**config.mk**
```make
export PLATFORM = sky130hd
export DESIGN_NAME = agcd_debounce
export DESIGN_NICKNAME = d
export VERILOG_FILES = /design/src/agcd_pkg.sv /design/src/agcd_debounce.sv
export VERILOG_INCLUDE_DIRS = /design/src
export SDC_FILE = /design/constraint.sdc
export NUM_CORES = 1
export LEC_CHECK = 0
export BUFFER_PORTS_ARGS = -buffer_cell sky130_fd_sc_hd__buf_2
export CAP_MARGIN = 40
export CORE_MARGIN = 2
export CORE_UTILIZATION = 50
export DETAILED_ROUTE_END_ITERATION = 8
export PLACE_DENSITY = 0.83
export SYNTH_ARGS = -nofsm -noshare
export SYNTH_HDL_FRONTEND = slang
export SYNTH_SLANG_ARGS = --single-unit
```
**constraint.sdc**
```tcl
create_clock -name clk -period 3.39 [get_ports clk]
set_input_delay 0.5085 -clock clk [delete_from_list [all_inputs] [get_ports clk]]
set_output_delay 0.5085 -clock clk [all_outputs]
set_load 0.02 [all_outputs]
```
**src/agcd_regs.svh**
```systemverilog
`ifndef AGCD_REGS_SVH
`define AGCD_REGS_SVH

// register offsets
`define AGCD_NOISE_HOLD_OFS 8'h5b
`define AGCD_SIGNAL_HOLD_OFS 8'h5c

// field layout
`define AGCD_NOISE_CODE_W 5
`define AGCD_SIGNAL_CODE_W 4
`define AGCD_NOISE_RESET 5'h00
`define AGCD_SIGNAL_RESET 4'h0

// hold-time table corners and counter width; base and big units in sample periods, last and big-base values are codes
`define AGCD_HOLD_BASE 4
`define AGCD_NOISE_POW2_LAST 5'h0a
`define AGCD_SIGNAL_POW2_LAST 4'h9
`define AGCD_NOISE_BIG_UNIT 4096
`define AGCD_SIGNAL_BIG_UNIT 2048
`define AGCD_NOISE_BIG_BASE 10
`define AGCD_SIGNAL_BIG_BASE 8
`define AGCD_CNT_W 17

`endif

```
**src/agcd_pkg.sv**
```systemverilog
`include "agcd_regs.svh"

package agcd_pkg;

    typedef enum logic [0:0] {
        AGCD_SIGNAL = 1'b0,
        AGCD_NOISE = 1'b1
    } agcd_state_e;

    typedef struct packed {
        logic [`AGCD_NOISE_CODE_W-1:0] noise_code;
        logic [`AGCD_SIGNAL_CODE_W-1:0] signal_code;
    } agcd_cfg_s;

    typedef logic [`AGCD_CNT_W-1:0] agcd_cnt_t;

endpackage : agcd_pkg

```
**src/agcd_debounce.sv**
```systemverilog
`timescale 1ns/100ps
`include "agcd_regs.svh"

module agcd_debounce
    import agcd_pkg::*;
#(
    parameter int NOISE_BIG_UNIT = `AGCD_NOISE_BIG_UNIT,
    parameter int SIGNAL_BIG_UNIT = `AGCD_SIGNAL_BIG_UNIT
) (
    // clock and reset
    input wire logic clk,
    input wire logic rst_b,
    input wire logic ce,
    // register access port
    input wire logic reg_wr,
    input wire logic [7:0] reg_addr,
    input wire logic [7:0] reg_wdata,
    output logic [7:0] reg_rdata,
    // level detector side
    input wire logic adc_fs_tick,
    input wire logic noise_raw,
    input wire logic [4:0] noise_thr_code,
    // gain loop side
    output logic noise_state,
    output logic hold_busy
);

    agcd_cfg_s cfg_q;
    agcd_cfg_s cfg_d;
    logic [7:0] rdata_q;
    logic [7:0] rdata_d;
    agcd_state_e state_q;
    agcd_state_e state_d;
    agcd_cnt_t cnt_q;
    agcd_cnt_t cnt_d;
    agcd_cnt_t noise_tgt_q;
    agcd_cnt_t noise_tgt_d;
    agcd_cnt_t signal_tgt_q;
    agcd_cnt_t signal_tgt_d;
    agcd_cnt_t target;
    agcd_cnt_t cnt_inc;
    logic det_en;
    logic differs;
    logic busy_q;
    logic busy_d;
    agcd_state_e other;

    // noise decode, one row per short code
    function automatic agcd_cnt_t noise_hold(input logic [4:0] code);
        agcd_cnt_t base;
        agcd_cnt_t r;
        base = agcd_cnt_t'(`AGCD_HOLD_BASE);
        r = '0;
        case (code)
            5'h00: r = '0;
            5'h01: r = base;
            5'h02: r = base << 1;
            5'h03: r = base << 2;
            5'h04: r = base << 3;
            // gap code read as the missing power of two
            5'h05: r = base << 4;
            5'h06: r = base << 5;
            5'h07: r = base << 6;
            5'h08: r = base << 7;
            5'h09: r = base << 8;
            5'h0a: r = base << 9;
            default: begin
                r = agcd_cnt_t'((32'(code) - `AGCD_NOISE_BIG_BASE) * NOISE_BIG_UNIT);
            end
        endcase
        return r;
    endfunction : noise_hold

    // signal decode, one row per short code
    function automatic agcd_cnt_t signal_hold(input logic [3:0] code);
        agcd_cnt_t base;
        agcd_cnt_t r;
        base = agcd_cnt_t'(`AGCD_HOLD_BASE);
        r = '0;
        case (code)
            4'h0: r = '0;
            4'h1: r = base;
            4'h2: r = base << 1;
            4'h3: r = base << 2;
            4'h4: r = base << 3;
            // gap code read as the missing power of two
            4'h5: r = base << 4;
            4'h6: r = base << 5;
            4'h7: r = base << 6;
            4'h8: r = base << 7;
            4'h9: r = base << 8;
            default: begin
                r = agcd_cnt_t'((32'(code) - `AGCD_SIGNAL_BIG_BASE) * SIGNAL_BIG_UNIT);
            end
        endcase
        return r;
    endfunction : signal_hold

    // register file
    always_comb begin
        cfg_d = cfg_q;
        rdata_d = 8'h00;
        if (reg_wr) begin
            if (reg_addr == `AGCD_NOISE_HOLD_OFS) begin
                cfg_d.noise_code = reg_wdata[`AGCD_NOISE_CODE_W-1:0];
            end else if (reg_addr == `AGCD_SIGNAL_HOLD_OFS) begin
                cfg_d.signal_code = reg_wdata[`AGCD_SIGNAL_CODE_W-1:0];
            end
        end
        // reserved bits read as zero
        if (reg_addr == `AGCD_NOISE_HOLD_OFS) begin
            rdata_d = {3'h0, cfg_q.noise_code};
        end else if (reg_addr == `AGCD_SIGNAL_HOLD_OFS) begin
            rdata_d = {4'h0, cfg_q.signal_code};
        end
    end

    always_ff @(posedge clk) begin
        if (!rst_b) begin
            cfg_q <= '{noise_code: `AGCD_NOISE_RESET, signal_code: `AGCD_SIGNAL_RESET};
            rdata_q <= 8'h00;
        end else if (ce) begin
            cfg_q <= cfg_d;
            rdata_q <= rdata_d;
        end
    end

    assign reg_rdata = rdata_q;

    // targets registered so the shift and multiply stay off the per-sample
    // compare path; decoded from cfg_d, so they change with the codes
    always_comb begin
        noise_tgt_d = noise_hold(cfg_d.noise_code);
        signal_tgt_d = signal_hold(cfg_d.signal_code);
    end

    always_ff @(posedge clk) begin
        if (!rst_b) begin
            // both codes reset to zero, which decodes to no hold
            noise_tgt_q <= '0;
            signal_tgt_q <= '0;
        end else if (ce) begin
            noise_tgt_q <= noise_tgt_d;
            signal_tgt_q <= signal_tgt_d;
        end
    end

    // debounce engine
    always_comb begin
        // a code rewritten mid-count applies from the next sample; the count is kept
        // detection off at zero threshold
        det_en = (noise_thr_code != 5'h00);
        differs = 1'b0;
        target = '0;
        cnt_inc = cnt_q + agcd_cnt_t'(1);
        state_d = state_q;
        cnt_d = cnt_q;
        other = AGCD_SIGNAL;
        case (state_q)
            AGCD_SIGNAL: begin
                // entering noise is timed by the noise code
                differs = noise_raw;
                target = noise_tgt_q;
                other = AGCD_NOISE;
            end
            AGCD_NOISE: begin
                // leaving noise is timed by the signal code
                differs = !noise_raw;
                target = signal_tgt_q;
                other = AGCD_SIGNAL;
            end
            default: begin
                differs = 1'b0;
                target = '0;
                other = AGCD_SIGNAL;
            end
        endcase
        if (!det_en) begin
            state_d = AGCD_SIGNAL;
            cnt_d = '0;
        end else if (adc_fs_tick) begin
            if (!differs) begin
                cnt_d = '0;
            end else if (cnt_inc >= target) begin
                state_d = other;
                cnt_d = '0;
            end else begin
                cnt_d = cnt_inc;
            end
        end
        busy_d = (cnt_d != '0);
    end

    always_ff @(posedge clk) begin
        if (!rst_b) begin
            state_q <= AGCD_SIGNAL;
            cnt_q <= '0;
            busy_q <= 1'b0;
        end else if (ce) begin
            state_q <= state_d;
            cnt_q <= cnt_d;
            busy_q <= busy_d;
        end
    end

    // busy while a candidate change is being timed, not just on a raw blip
    assign noise_state = (state_q == AGCD_NOISE);
    assign hold_busy = busy_q;

endmodule : agcd_debounce

```
; ---- Word level (Yosys, flattened, before mapping)
; Cells that the tools add are included.
[op_classes]
reduce_logical = 6
bitwise_logic = 1
n_eq_ne = 24
add_sub_neg = 3
n_lt_le_gt_ge = 1
mux = 19
[ops]
columns = cell, n
row1 = $pmux 17 s11, 1
row2 = $pmux 17 s10, 1
row3 = $mux 17, 4
row4 = $pmux 17 s2, 1
row5 = $eq 5x3->1 const B, 4
row6 = $add 17x1->17 const B, 1
row7 = $ge 17x17->1, 1
row8 = $reduce_bool 17->1, 1
row9 = $eq 4x3->1 const B, 4
row10 = $eq 8x7->1 const B, 2
row11 = $eq 5x4->1 const B, 3
row12 = $mux 4, 3
row13 = $eq 5x2->1 const B, 2
row14 = $mux 5, 2
row15 = $mux 9, 1
row16 = $eq 4x2->1 const B, 2
row17 = $eq 4x4->1 const B, 2
row18 = $eq 5x1->1 const B, 1
row19 = $logic_not 5->1, 1
row20 = $reduce_bool 5->1, 1
row21 = $sub 4x4->5 const B, 1
row22 = $sub 5x4->5 const B, 1
row23 = $eq 4x1->1 const B, 1
row24 = $logic_not 4->1, 1
row25 = other kinds (7), 12
[word_totals]
regBits = 70
wordCells = 62
out_inout_bits = 10
in_bits = 27

; ---- Logic depth before layout (Yosys ltp)
; Gate-level depths: netlist (run 1).
[logic_depth]
depth_word = 8
mapped_depth = 17
depth_no_buf = 14

; ---- Worst setup path after synthesis (run 1)
; OpenSTA, ideal clock, no wires.
[synth_path]
path_type = reg-to-reg
startpoint = reg cnt_q[0]
endpoint = reg cnt_q[8]
arrival_ns = 3.325
period_less_slack_ns = 3.395
path_stages_with_launch = 17
setup_ns = 0.070
setup_slack_ns = -0.005
n_path_buf = 3
required_time_ns = 3.320
cell_sequence = dfxtp_1 ha_1 buf_6 nand4_1 nor4_1 nand2_1 xnor2_1 ha_1 a21oi_1 o21ai_1 o311a_1 or3b_1 buf_6 nor3_4 buf_6 nand4_1 a21oi_1
[synth_between]
elab_chain_cells = 6
[synth_lines]
columns = element, line_no
row1 = start: declaration, agcd_debounce.sv:34  ; agcd_cnt_t cnt_q;
row2 = start signal: assignment, agcd_debounce.sv:201  ; cnt_q <= cnt_d;
row3 = $add 17x1->17 (*), agcd_debounce.sv:155  ; cnt_inc = cnt_q + agcd_cnt_t'(1);
row4 = $ge 17x17->1, agcd_debounce.sv:184  ; end else if (cnt_inc >= target) begin
row5 = $mux 17 (*), agcd_debounce.sv:184
row6 = $mux 17 (*), agcd_debounce.sv:182  ; if (!differs) begin
row7 = $mux 17 (*), agcd_debounce.sv:181  ; end else if (adc_fs_tick) begin
row8 = $mux 17 (*), agcd_debounce.sv:178  ; if (!det_en) begin
; Every way passes the cells marked *; elsewhere a longest branch is shown, timed or not.
; A chain may end at the register's enable or synchronous reset.

; ---- Final worst setup path (run 1)
[layout_path]
startpoint = reg cnt_q[5]
endpoint = reg cnt_q[14]
; Same word-level chain as after synthesis.

==> results of run 1 <==
[cells in the final DEF (no fill, tap or decap), types with 3 or more instances in the layout]
cell / Yosys / final
sky130_fd_sc_hd__dfxtp_4: 0 / 4
sky130_fd_sc_hd__buf_4: 3 / 53
sky130_fd_sc_hd__inv_1: 8 / 8
sky130_fd_sc_hd__a21oi_1: 46 / 44
sky130_fd_sc_hd__nand4_1: 12 / 12
sky130_fd_sc_hd__nand2_1: 32 / 31
sky130_fd_sc_hd__nor3b_1: 3 / 3
sky130_fd_sc_hd__o2bb2ai_1: 3 / 3
sky130_fd_sc_hd__dfxtp_1: 61 / 52
sky130_fd_sc_hd__xor2_1: 6 / 5
sky130_fd_sc_hd__buf_2: 6 / 30
sky130_fd_sc_hd__xnor2_1: 9 / 6
sky130_fd_sc_hd__a221oi_1: 4 / 4
sky130_fd_sc_hd__clkbuf_8: 0 / 12
sky130_fd_sc_hd__nor4_1: 8 / 7
sky130_fd_sc_hd__dfxtp_2: 0 / 5
sky130_fd_sc_hd__and2_1: 6 / 6
sky130_fd_sc_hd__ha_1: 18 / 16
sky130_fd_sc_hd__mux2i_1: 26 / 26
sky130_fd_sc_hd__a211oi_1: 11 / 10
sky130_fd_sc_hd__a22oi_1: 5 / 4
sky130_fd_sc_hd__and3_1: 3 / 3
sky130_fd_sc_hd__nand3b_1: 7 / 7
sky130_fd_sc_hd__nand3_1: 15 / 14
sky130_fd_sc_hd__nor2_1: 67 / 65
sky130_fd_sc_hd__conb_1: 1 / 3
sky130_fd_sc_hd__o21ai_0: 20 / 19
sky130_fd_sc_hd__nor3_2: 1 / 3
sky130_fd_sc_hd__nor3_1: 18 / 15
sky130_fd_sc_hd__mux2_2: 4 / 4
[through the flow]
stage,area (sq um),setup WS [ps],power (uW),cells
finish,4710,79.4,1710,634
global route,4710,-40.4,1770,634
global placement,4230,-45.2,943,611
floorplan,3780,17.5,891,470
detailed placement,4250,-74.5,950,612
CTS,4520,9.93,1700,628
[how the worst min path moves through the flow]
stage	slack (ps)	cells after the start	to	startpoint
3_5_place_dp	450	2	reg_rdata[4]	reg_rdata[4]
6_report	460	2	reg_rdata[4]	reg_rdata[4]
4_1_cts	460	2	reg_rdata[4]	reg_rdata[4]
3_3_place_gp	450	2	reg_rdata[4]	reg_rdata[4]
5_1_grt	500	2	signal_tgt_q[2]	signal_tgt_q[2]
2_1_floorplan	440	2	signal_tgt_q[2]	signal_tgt_q[2]
[registers in the layout (all words and copies together) (netlist names)]
name,flops
noise_tgt_q,15
hold_busy,1
cfg_q,9
reg_rdata,5
noise_state,1
signal_tgt_q,13
cnt_q,17
[final cells by class]
| class | count | area, sq um |
|---|---|---|
| Fill cell | 554 | 2540 |
| Multi-Input combinational cell | 364 | 2490 |
| Sequential cell | 61 | 1240 |
| Timing Repair Buffer | 86 | 586 |
| Clock buffer | 12 | 165 |
| Tap cell | 99 | 124 |
| Clock inverter | 3 | 67.6 |
| Inverter | 9 | 33.8 |
[timing repair]
item,CTS,global route
pin swaps,1,12
setup endpoints to repair,16,18
cloned,0,0
setup buffers,1,6
resized for setup,7,35
[cells by family (layout without fill, tap and decap cells)]
group                      after synthesis  in the layout
and+or+nand+nor                        189            189
AOI/OAI and AO/OA                      109            109
DFF                                     61             61
buffers and inverters                   45            110
muxes                                   30             30
adders and majority gates               18             18
xor gates and xnor gates                15             15
other                                    1              3
[per-layer routing]
metal / part of all wire / wire length (microns) / track usage / vias up
li1: - / - / - / 1809
met2: 0.49 / 5200 / 0.409 / 198
met3: 0.069 / 734 / 0.0417 / 30
met5: 0 / 0 / 0 / -
met1: 0.41 / 4430 / 0.319 / 1844
met4: 0.031 / 329 / 0.113 / 0
[power by group through the flow]
stage          combinational, uW  sequential (uW)  clock, uW
2_1_floorplan                129              762          0
3_3_place_gp                 184              759          0
3_5_place_dp                 190              760          0
4_1_cts                      194              744        764
5_1_grt                      223              743        800
6_report                     207              742        764
[worst max-delay path, delay by kind of cell, from the launching register on]
family / cells / cell delay [ps]
simple gates: 7 / 1720
compound gates: 5 / 720
flops: 1 / 370
fa+ha+maj: 1 / 250
buf+inv: 1 / 160
==> results.json, run 1 <==
{
  "post_synth_xor_area_fraction": 0.0350,
  "worst_pin_slew_ps": 809,
  "synth.cells.most_frequent": "67 x sky130_fd_sc_hd__nor2_1, 61 x sky130_fd_sc_hd__dfxtp_1, 46 x sky130_fd_sc_hd__a21oi_1, 32 x sky130_fd_sc_hd__nand2_1, 26 x sky130_fd_sc_hd__mux2i_1",
  "hold_path_class": "register to register",
  "drc": 0,
  "worstReg2RegEnd": "cnt_q[14]",
  "initialDrtViolationCount": 322,
  "arrival_ps": 3580,
  "timing.critical_path.to": "cnt_q[14]",
  "cp_data_required_time_ps": 3660,
  "hpwl_microns": 7030,
  "post_synth_inst_count": 468,
  "max_cap_violations": 0,
  "source_of_the_worst_register_to_register_timing_path": "cnt_q[5]",
  "die_area_sq_mm": 0.00822,
  "grt-ovfl-total": 0,
  "worst_hold_slack_ps": 461,
  "layout_overhead_on_the_synthesized_area_pct": 25.4,
  "antenna_left": 0,
  "tritoncts.num_buffers": 9,
  "startpoint": "cnt_q[5]",
  "routed_wire_length_per_instance_microns": 16.9,
  "post-synth-top-count-cell": "sky130_fd_sc_hd__nor2_1",
  "synth.area.mux_share": 0.0813,
  "synth_top_area_frac": 0.325,
  "timing.final.crit_share": 0.977,
  "synth_area_leaders": "sky130_fd_sc_hd__dfxtp_1 33%, sky130_fd_sc_hd__mux2i_1 6.9%, sky130_fd_sc_hd__nor2_1 6.7%",
  "p_int_uw": 1280,
  "clk_pin_slew_ps": 70,
  "vdd_ir_drop_max_uv": 219,
  "insertion_delay_ps": 350,
  "grt_pass1_vias": 3542,
  "syn_area_per_cell_sq_um": 8.03,
  "core_area_sq_mm": 0.00725,
  "final_net_count": 576,
  "yosysWarningCount": 0,
  "timing.critical_path.slowest_stage_cell": "sky130_fd_sc_hd__or3_4",
  "synth.lib_cells_used.distinct": 59,
  "netSwitchingFraction": 0.254,
  "floorplan.rows": 31,
  "combinational_family_with_the_most_area_after_synthesis": "simple AND/OR/NAND/NOR gates",
  "post-route-util": 0.650,
  "synth_enable_flop_cells": 0,
  "share_comb_of_total_power": 0.121,
  "timing.max_slew.rel_slack": 0.460,
  "path_cells": "nand3_1 -> or3_4 -> or3_4 -> nand2_1 -> ha_1 -> nand2_1 -> o21ai_2 -> a41o_1 -> o311a_1 -> buf_4 -> or3_1 -> nor4_1 -> a21oi_1 -> a21oi_1",
  "design.portCount": 37,
  "seq_area_frac_synth": 0.325,
  "leakage_uw": 0.00186,
  "power.net_switching_uw": 435,
  "fin_crit_ps": 3310,
  "finalWeightedCongestion": 0.922,
  "reg_to_reg_setup_timing_slack_ps": 80,
  "num_antenna_cells": 0,
  "dieWidth_microns": 90.7,
  "cts_num_sinks": 61,
  "die_h_microns": 90.7,
  "cts_buffer_depth": 2,
  "mappedNetlistArea_sq_mm": 0.00376,
  "worst_path_largest_cell_delay_ps": 440,
  "crit_path_max_fanout": 5,
  "post_synth_and_or_nand_nor_area_fraction": 0.259,
  "finalSetupTns_ps": 0,
  "yosys_most_used_dff": "sky130_fd_sc_hd__dfxtp_1",
  "final-max-slew-violation-count": 0,
  "worst_setup_path_end_kind": "register",
  "synth-compound-area-share": 0.182,
  "vias_per_cell": 6.12,
  "antenna_violations_before_repair": 0,
  "grt_max_degree": 46,
  "clock.fmax_mhz": 302,
  "post_cts_hold_buffer_count": 0,
  "wl_microns": 10700,
  "drive_gt1_frac": 0.279,
  "place.port_buffers": 30,
  "num_vias": 3881,
  "cellPowerDensity_mw_per_mm2": 363,
  "grt_pass1_wl_microns": 16700,
  "ctsHtreeMaxLevel": 3,
  "detail_route.first_pass.iterations": 5,
  "floorplan.initialDensity": 0.518,
  "tritoncts": "done",
  "timing.final.hold_violations": 0,
  "final-setup-viol-count": 0,
  "fin_skew_ps": 10.4,
  "crit_start_category": "register",
  "r2r.worst_path.cells": 14,
  "synth_top_cell_by_area": "sky130_fd_sc_hd__dfxtp_1",
  "synth.ff_latch_count": 61,
  "fraction_of_the_mapped_netlist_area_in_adder_cells": 0.0599,
  "synthArstFlopShare": 0,
  "worstSetupPathType": "register to register",
  "tot_gr_track_use": 0.249,
  "clkPwrFrac": 0.446,
  "cts_root_buffer": "sky130_fd_sc_hd__clkbuf_8",
  "share_seq_of_total_power": 0.433,
  "status": "completed"
}
Note: power is estimated with default switching activity, not from simulation.
==> run 2: changes to the inputs <==
==> constraint.sdc (replaced) <==
create_clock -name clk -period 3.39 [get_ports clk]
set_input_delay 0.339 -clock clk [delete_from_list [all_inputs] [get_ports clk]]
set_output_delay 0.339 -clock clk [all_outputs]
set_load 0.02 [all_outputs]
==> run 2 against run 1 <==
  * Worst hold slack got worse by 140 ps
  * Via count fell by 2.2%
  * Largest cell class unchanged
  * Die area did not move
  * Wire length fell by 3.6%
==> results.json, run 2 (same netlist as run 1, synthesis figures left out) <==
{
  "grt_pass1_wl_microns": 16800,
  "power.net_switching_uw": 434,
  "most-common-layout-cells": "67 x sky130_fd_sc_hd__nor2_1, 55 x sky130_fd_sc_hd__dfxtp_1, 48 x sky130_fd_sc_hd__buf_4",
  "tot_gr_track_use": 0.250,
  "fin_crit_ps": 3330,
  "final_net_count": 570,
  "cp.buffers_inverters": 2,
  "timing.final.hold_violations": 0,
  "grt-ovfl-total": 0,
  "crit_start_category": "register",
  "initialDrtViolationCount": 352,
  "tritoncts.num_buffers": 9,
  "post_cts_hold_buffer_count": 0,
  "worstSetupPathType": "register to register",
  "share_comb_of_total_power": 0.123,
  "max_cap_violations": 0,
  "floorplan.rows": 31,
  "clkPwrFrac": 0.423,
  "arrival_ps": 3590,
  "routed_wire_length_per_instance_microns": 16.4,
  "largest_register_ffs": 17,
  "wl_microns": 10300,
  "clock.fmax_mhz": 300,
  "dieWidth_microns": 90.7,
  "crit_path_max_fanout": 5,
  "path_delay_family": "simple AND/OR/NAND/NOR gates",
  "final-setup-viol-count": 0,
  "netSwitchingFraction": 0.266,
  "hold_path_class": "input pin to register",
  "holdCritStartpoint": "rst_b",
  "cp_data_required_time_ps": 3650,
  "final-max-slew-violation-count": 0,
  "grt_max_degree": 57,
  "rsz0062_at_grt": "yes",
  "total_power_uw": 1630,
  "layout_overhead_on_the_synthesized_area_pct": 22.7,
  "detail_route.first_pass.iterations": 5,
  "die_h_microns": 90.7,
  "status": "completed",
  "grt_pass1_vias": 3582,
  "vdd_ir_drop_max_uv": 214,
  "antenna_violations_before_repair": 0,
  "timing.critical_path.slowest_stage_cell": "sky130_fd_sc_hd__or3b_4",
  "source_of_the_worst_register_to_register_timing_path": "cnt_q[4]",
  "floorplan.initialDensity": 0.518,
  "design.portCount": 37,
  "cts_root_buffer": "sky130_fd_sc_hd__clkbuf_8",
  "core_area_sq_mm": 0.00725,
  "placed_area_sq_mm": 0.00424,
  "finalWeightedCongestion": 0.937,
  "hpwl_microns": 7060,
  "reg_to_reg_setup_timing_slack_ps": 60,
  "post-route-worst-setup-slack_ps": 62.1,
  "cellPowerDensity_mw_per_mm2": 354,
  "cts_num_sinks": 61,
  "layout_top_registers": "cnt_q: 17 flops, noise_tgt_q: 15 flops, signal_tgt_q: 13 flops",
  "worst_path_largest_cell_delay_ps": 440,
  "fin_skew_ps": 12.0,
  "mostFrequentLayoutCell": "sky130_fd_sc_hd__nor2_1",
  "path_cells": "nand3_1 -> buf_4 -> nor3_4 -> nand2_1 -> xnor2_2 -> ha_4 -> a21oi_2 -> o21ai_2 -> o311a_1 -> or3b_4 -> nor3_4 -> buf_6 -> nand2_2 -> a211oi_2",
  "tritoncts": "done",
  "die_area_sq_mm": 0.00822,
  "worst_pin_slew_ps": 823,
  "p_int_uw": 1200,
  "num_antenna_cells": 0,
  "antenna_left": 0,
  "place.port_buffers": 30,
  "num_vias": 3794,
  "share_seq_of_total_power": 0.454,
  "dpl_worst_slack_ps": -115,
  "critPathMostFrequentCell": "sky130_fd_sc_hd__nor3_4",
  "vias_per_cell": 6.04,
  "timing.max_slew.rel_slack": 0.451,
  "startpoint": "cnt_q[4]",
  "worst_setup_path_end_kind": "register",
  "timing.final.crit_share": 0.982,
  "drc": 0,
  "clk_pin_slew_ps": 70,
  "ctsHtreeMaxLevel": 3,
  "design_area_sq_mm": 0.00461,
  "leakage_uw": 0.00182,
  "drive_gt1_frac": 0.265,
  "cts_buffer_depth": 2,
  "register_containing_the_most_flip_flops_in_the_final_layout": "cnt_q",
  "insertion_delay_ps": 350
}
[run 2: metal layers]
metal  GRT usage  share of wire  routed length (microns)  vias up
met1       0.326           0.42                     4370     1794
met2       0.414           0.48                     4970      173
met3      0.0417          0.066                      676       23
met5           0              0                        0        -
met4      0.0949          0.028                      293        0
li1            -              -                        -     1804
[run 2: path summary, 6_finish.rpt]
kind                            cells past startpoint         endpoint
worst max-delay path                               14         cnt_q[4]
worst min-delay path                                3        hold_busy
worst max register to register                     14         cnt_q[4]
worst min register to register                      2  signal_tgt_q[2]
[run 2: through the flow]
step,hold WS [ps],instances,utilization,setup TNS [ps]
2_1_floorplan,438,470,-,0
3_5_place_dp,459,612,0.585,-601
5_1_grt,360,628,0.636,-349
6_report,321,628,0.636,0
4_1_cts,324,627,0.621,0
3_3_place_gp,448,612,0.585,0
[run 2: cell type report]
| type | count | area, sq um |
|---|---|---|
| clock buffer | 12 | 165 |
| inverter | 9 | 33.8 |
| multi-input combinational | 364 | 2480 |
| timing repair buffer | 80 | 533 |
| clock inverter | 3 | 43.8 |
| fill | 586 | 2640 |
| tap | 99 | 124 |
| sequential | 61 | 1240 |
[run 2: tightest hold or removal path, stage by stage]
cell and delay, ps:
sky130_fd_sc_hd__buf_2 160, sky130_fd_sc_hd__o21ai_0 90, sky130_fd_sc_hd__a31oi_1 40
[run 2: power by group through the flow]
stage | registers [uW] | clock network (uW) | logic [uW]
2_1_floorplan | 762 | 0 | 129
3_3_place_gp | 759 | 0 | 183
3_5_place_dp | 760 | 0 | 189
4_1_cts | 744 | 691 | 193
5_1_grt | 744 | 729 | 217
6_report | 742 | 692 | 201
[run 2: what timing repair did]
action | in CTS | in global routing
gates resized for setup | 12 | 24
buffers inserted | 0 | 1
pin swaps | 2 | 11
setup endpoints to repair | 16 | 18
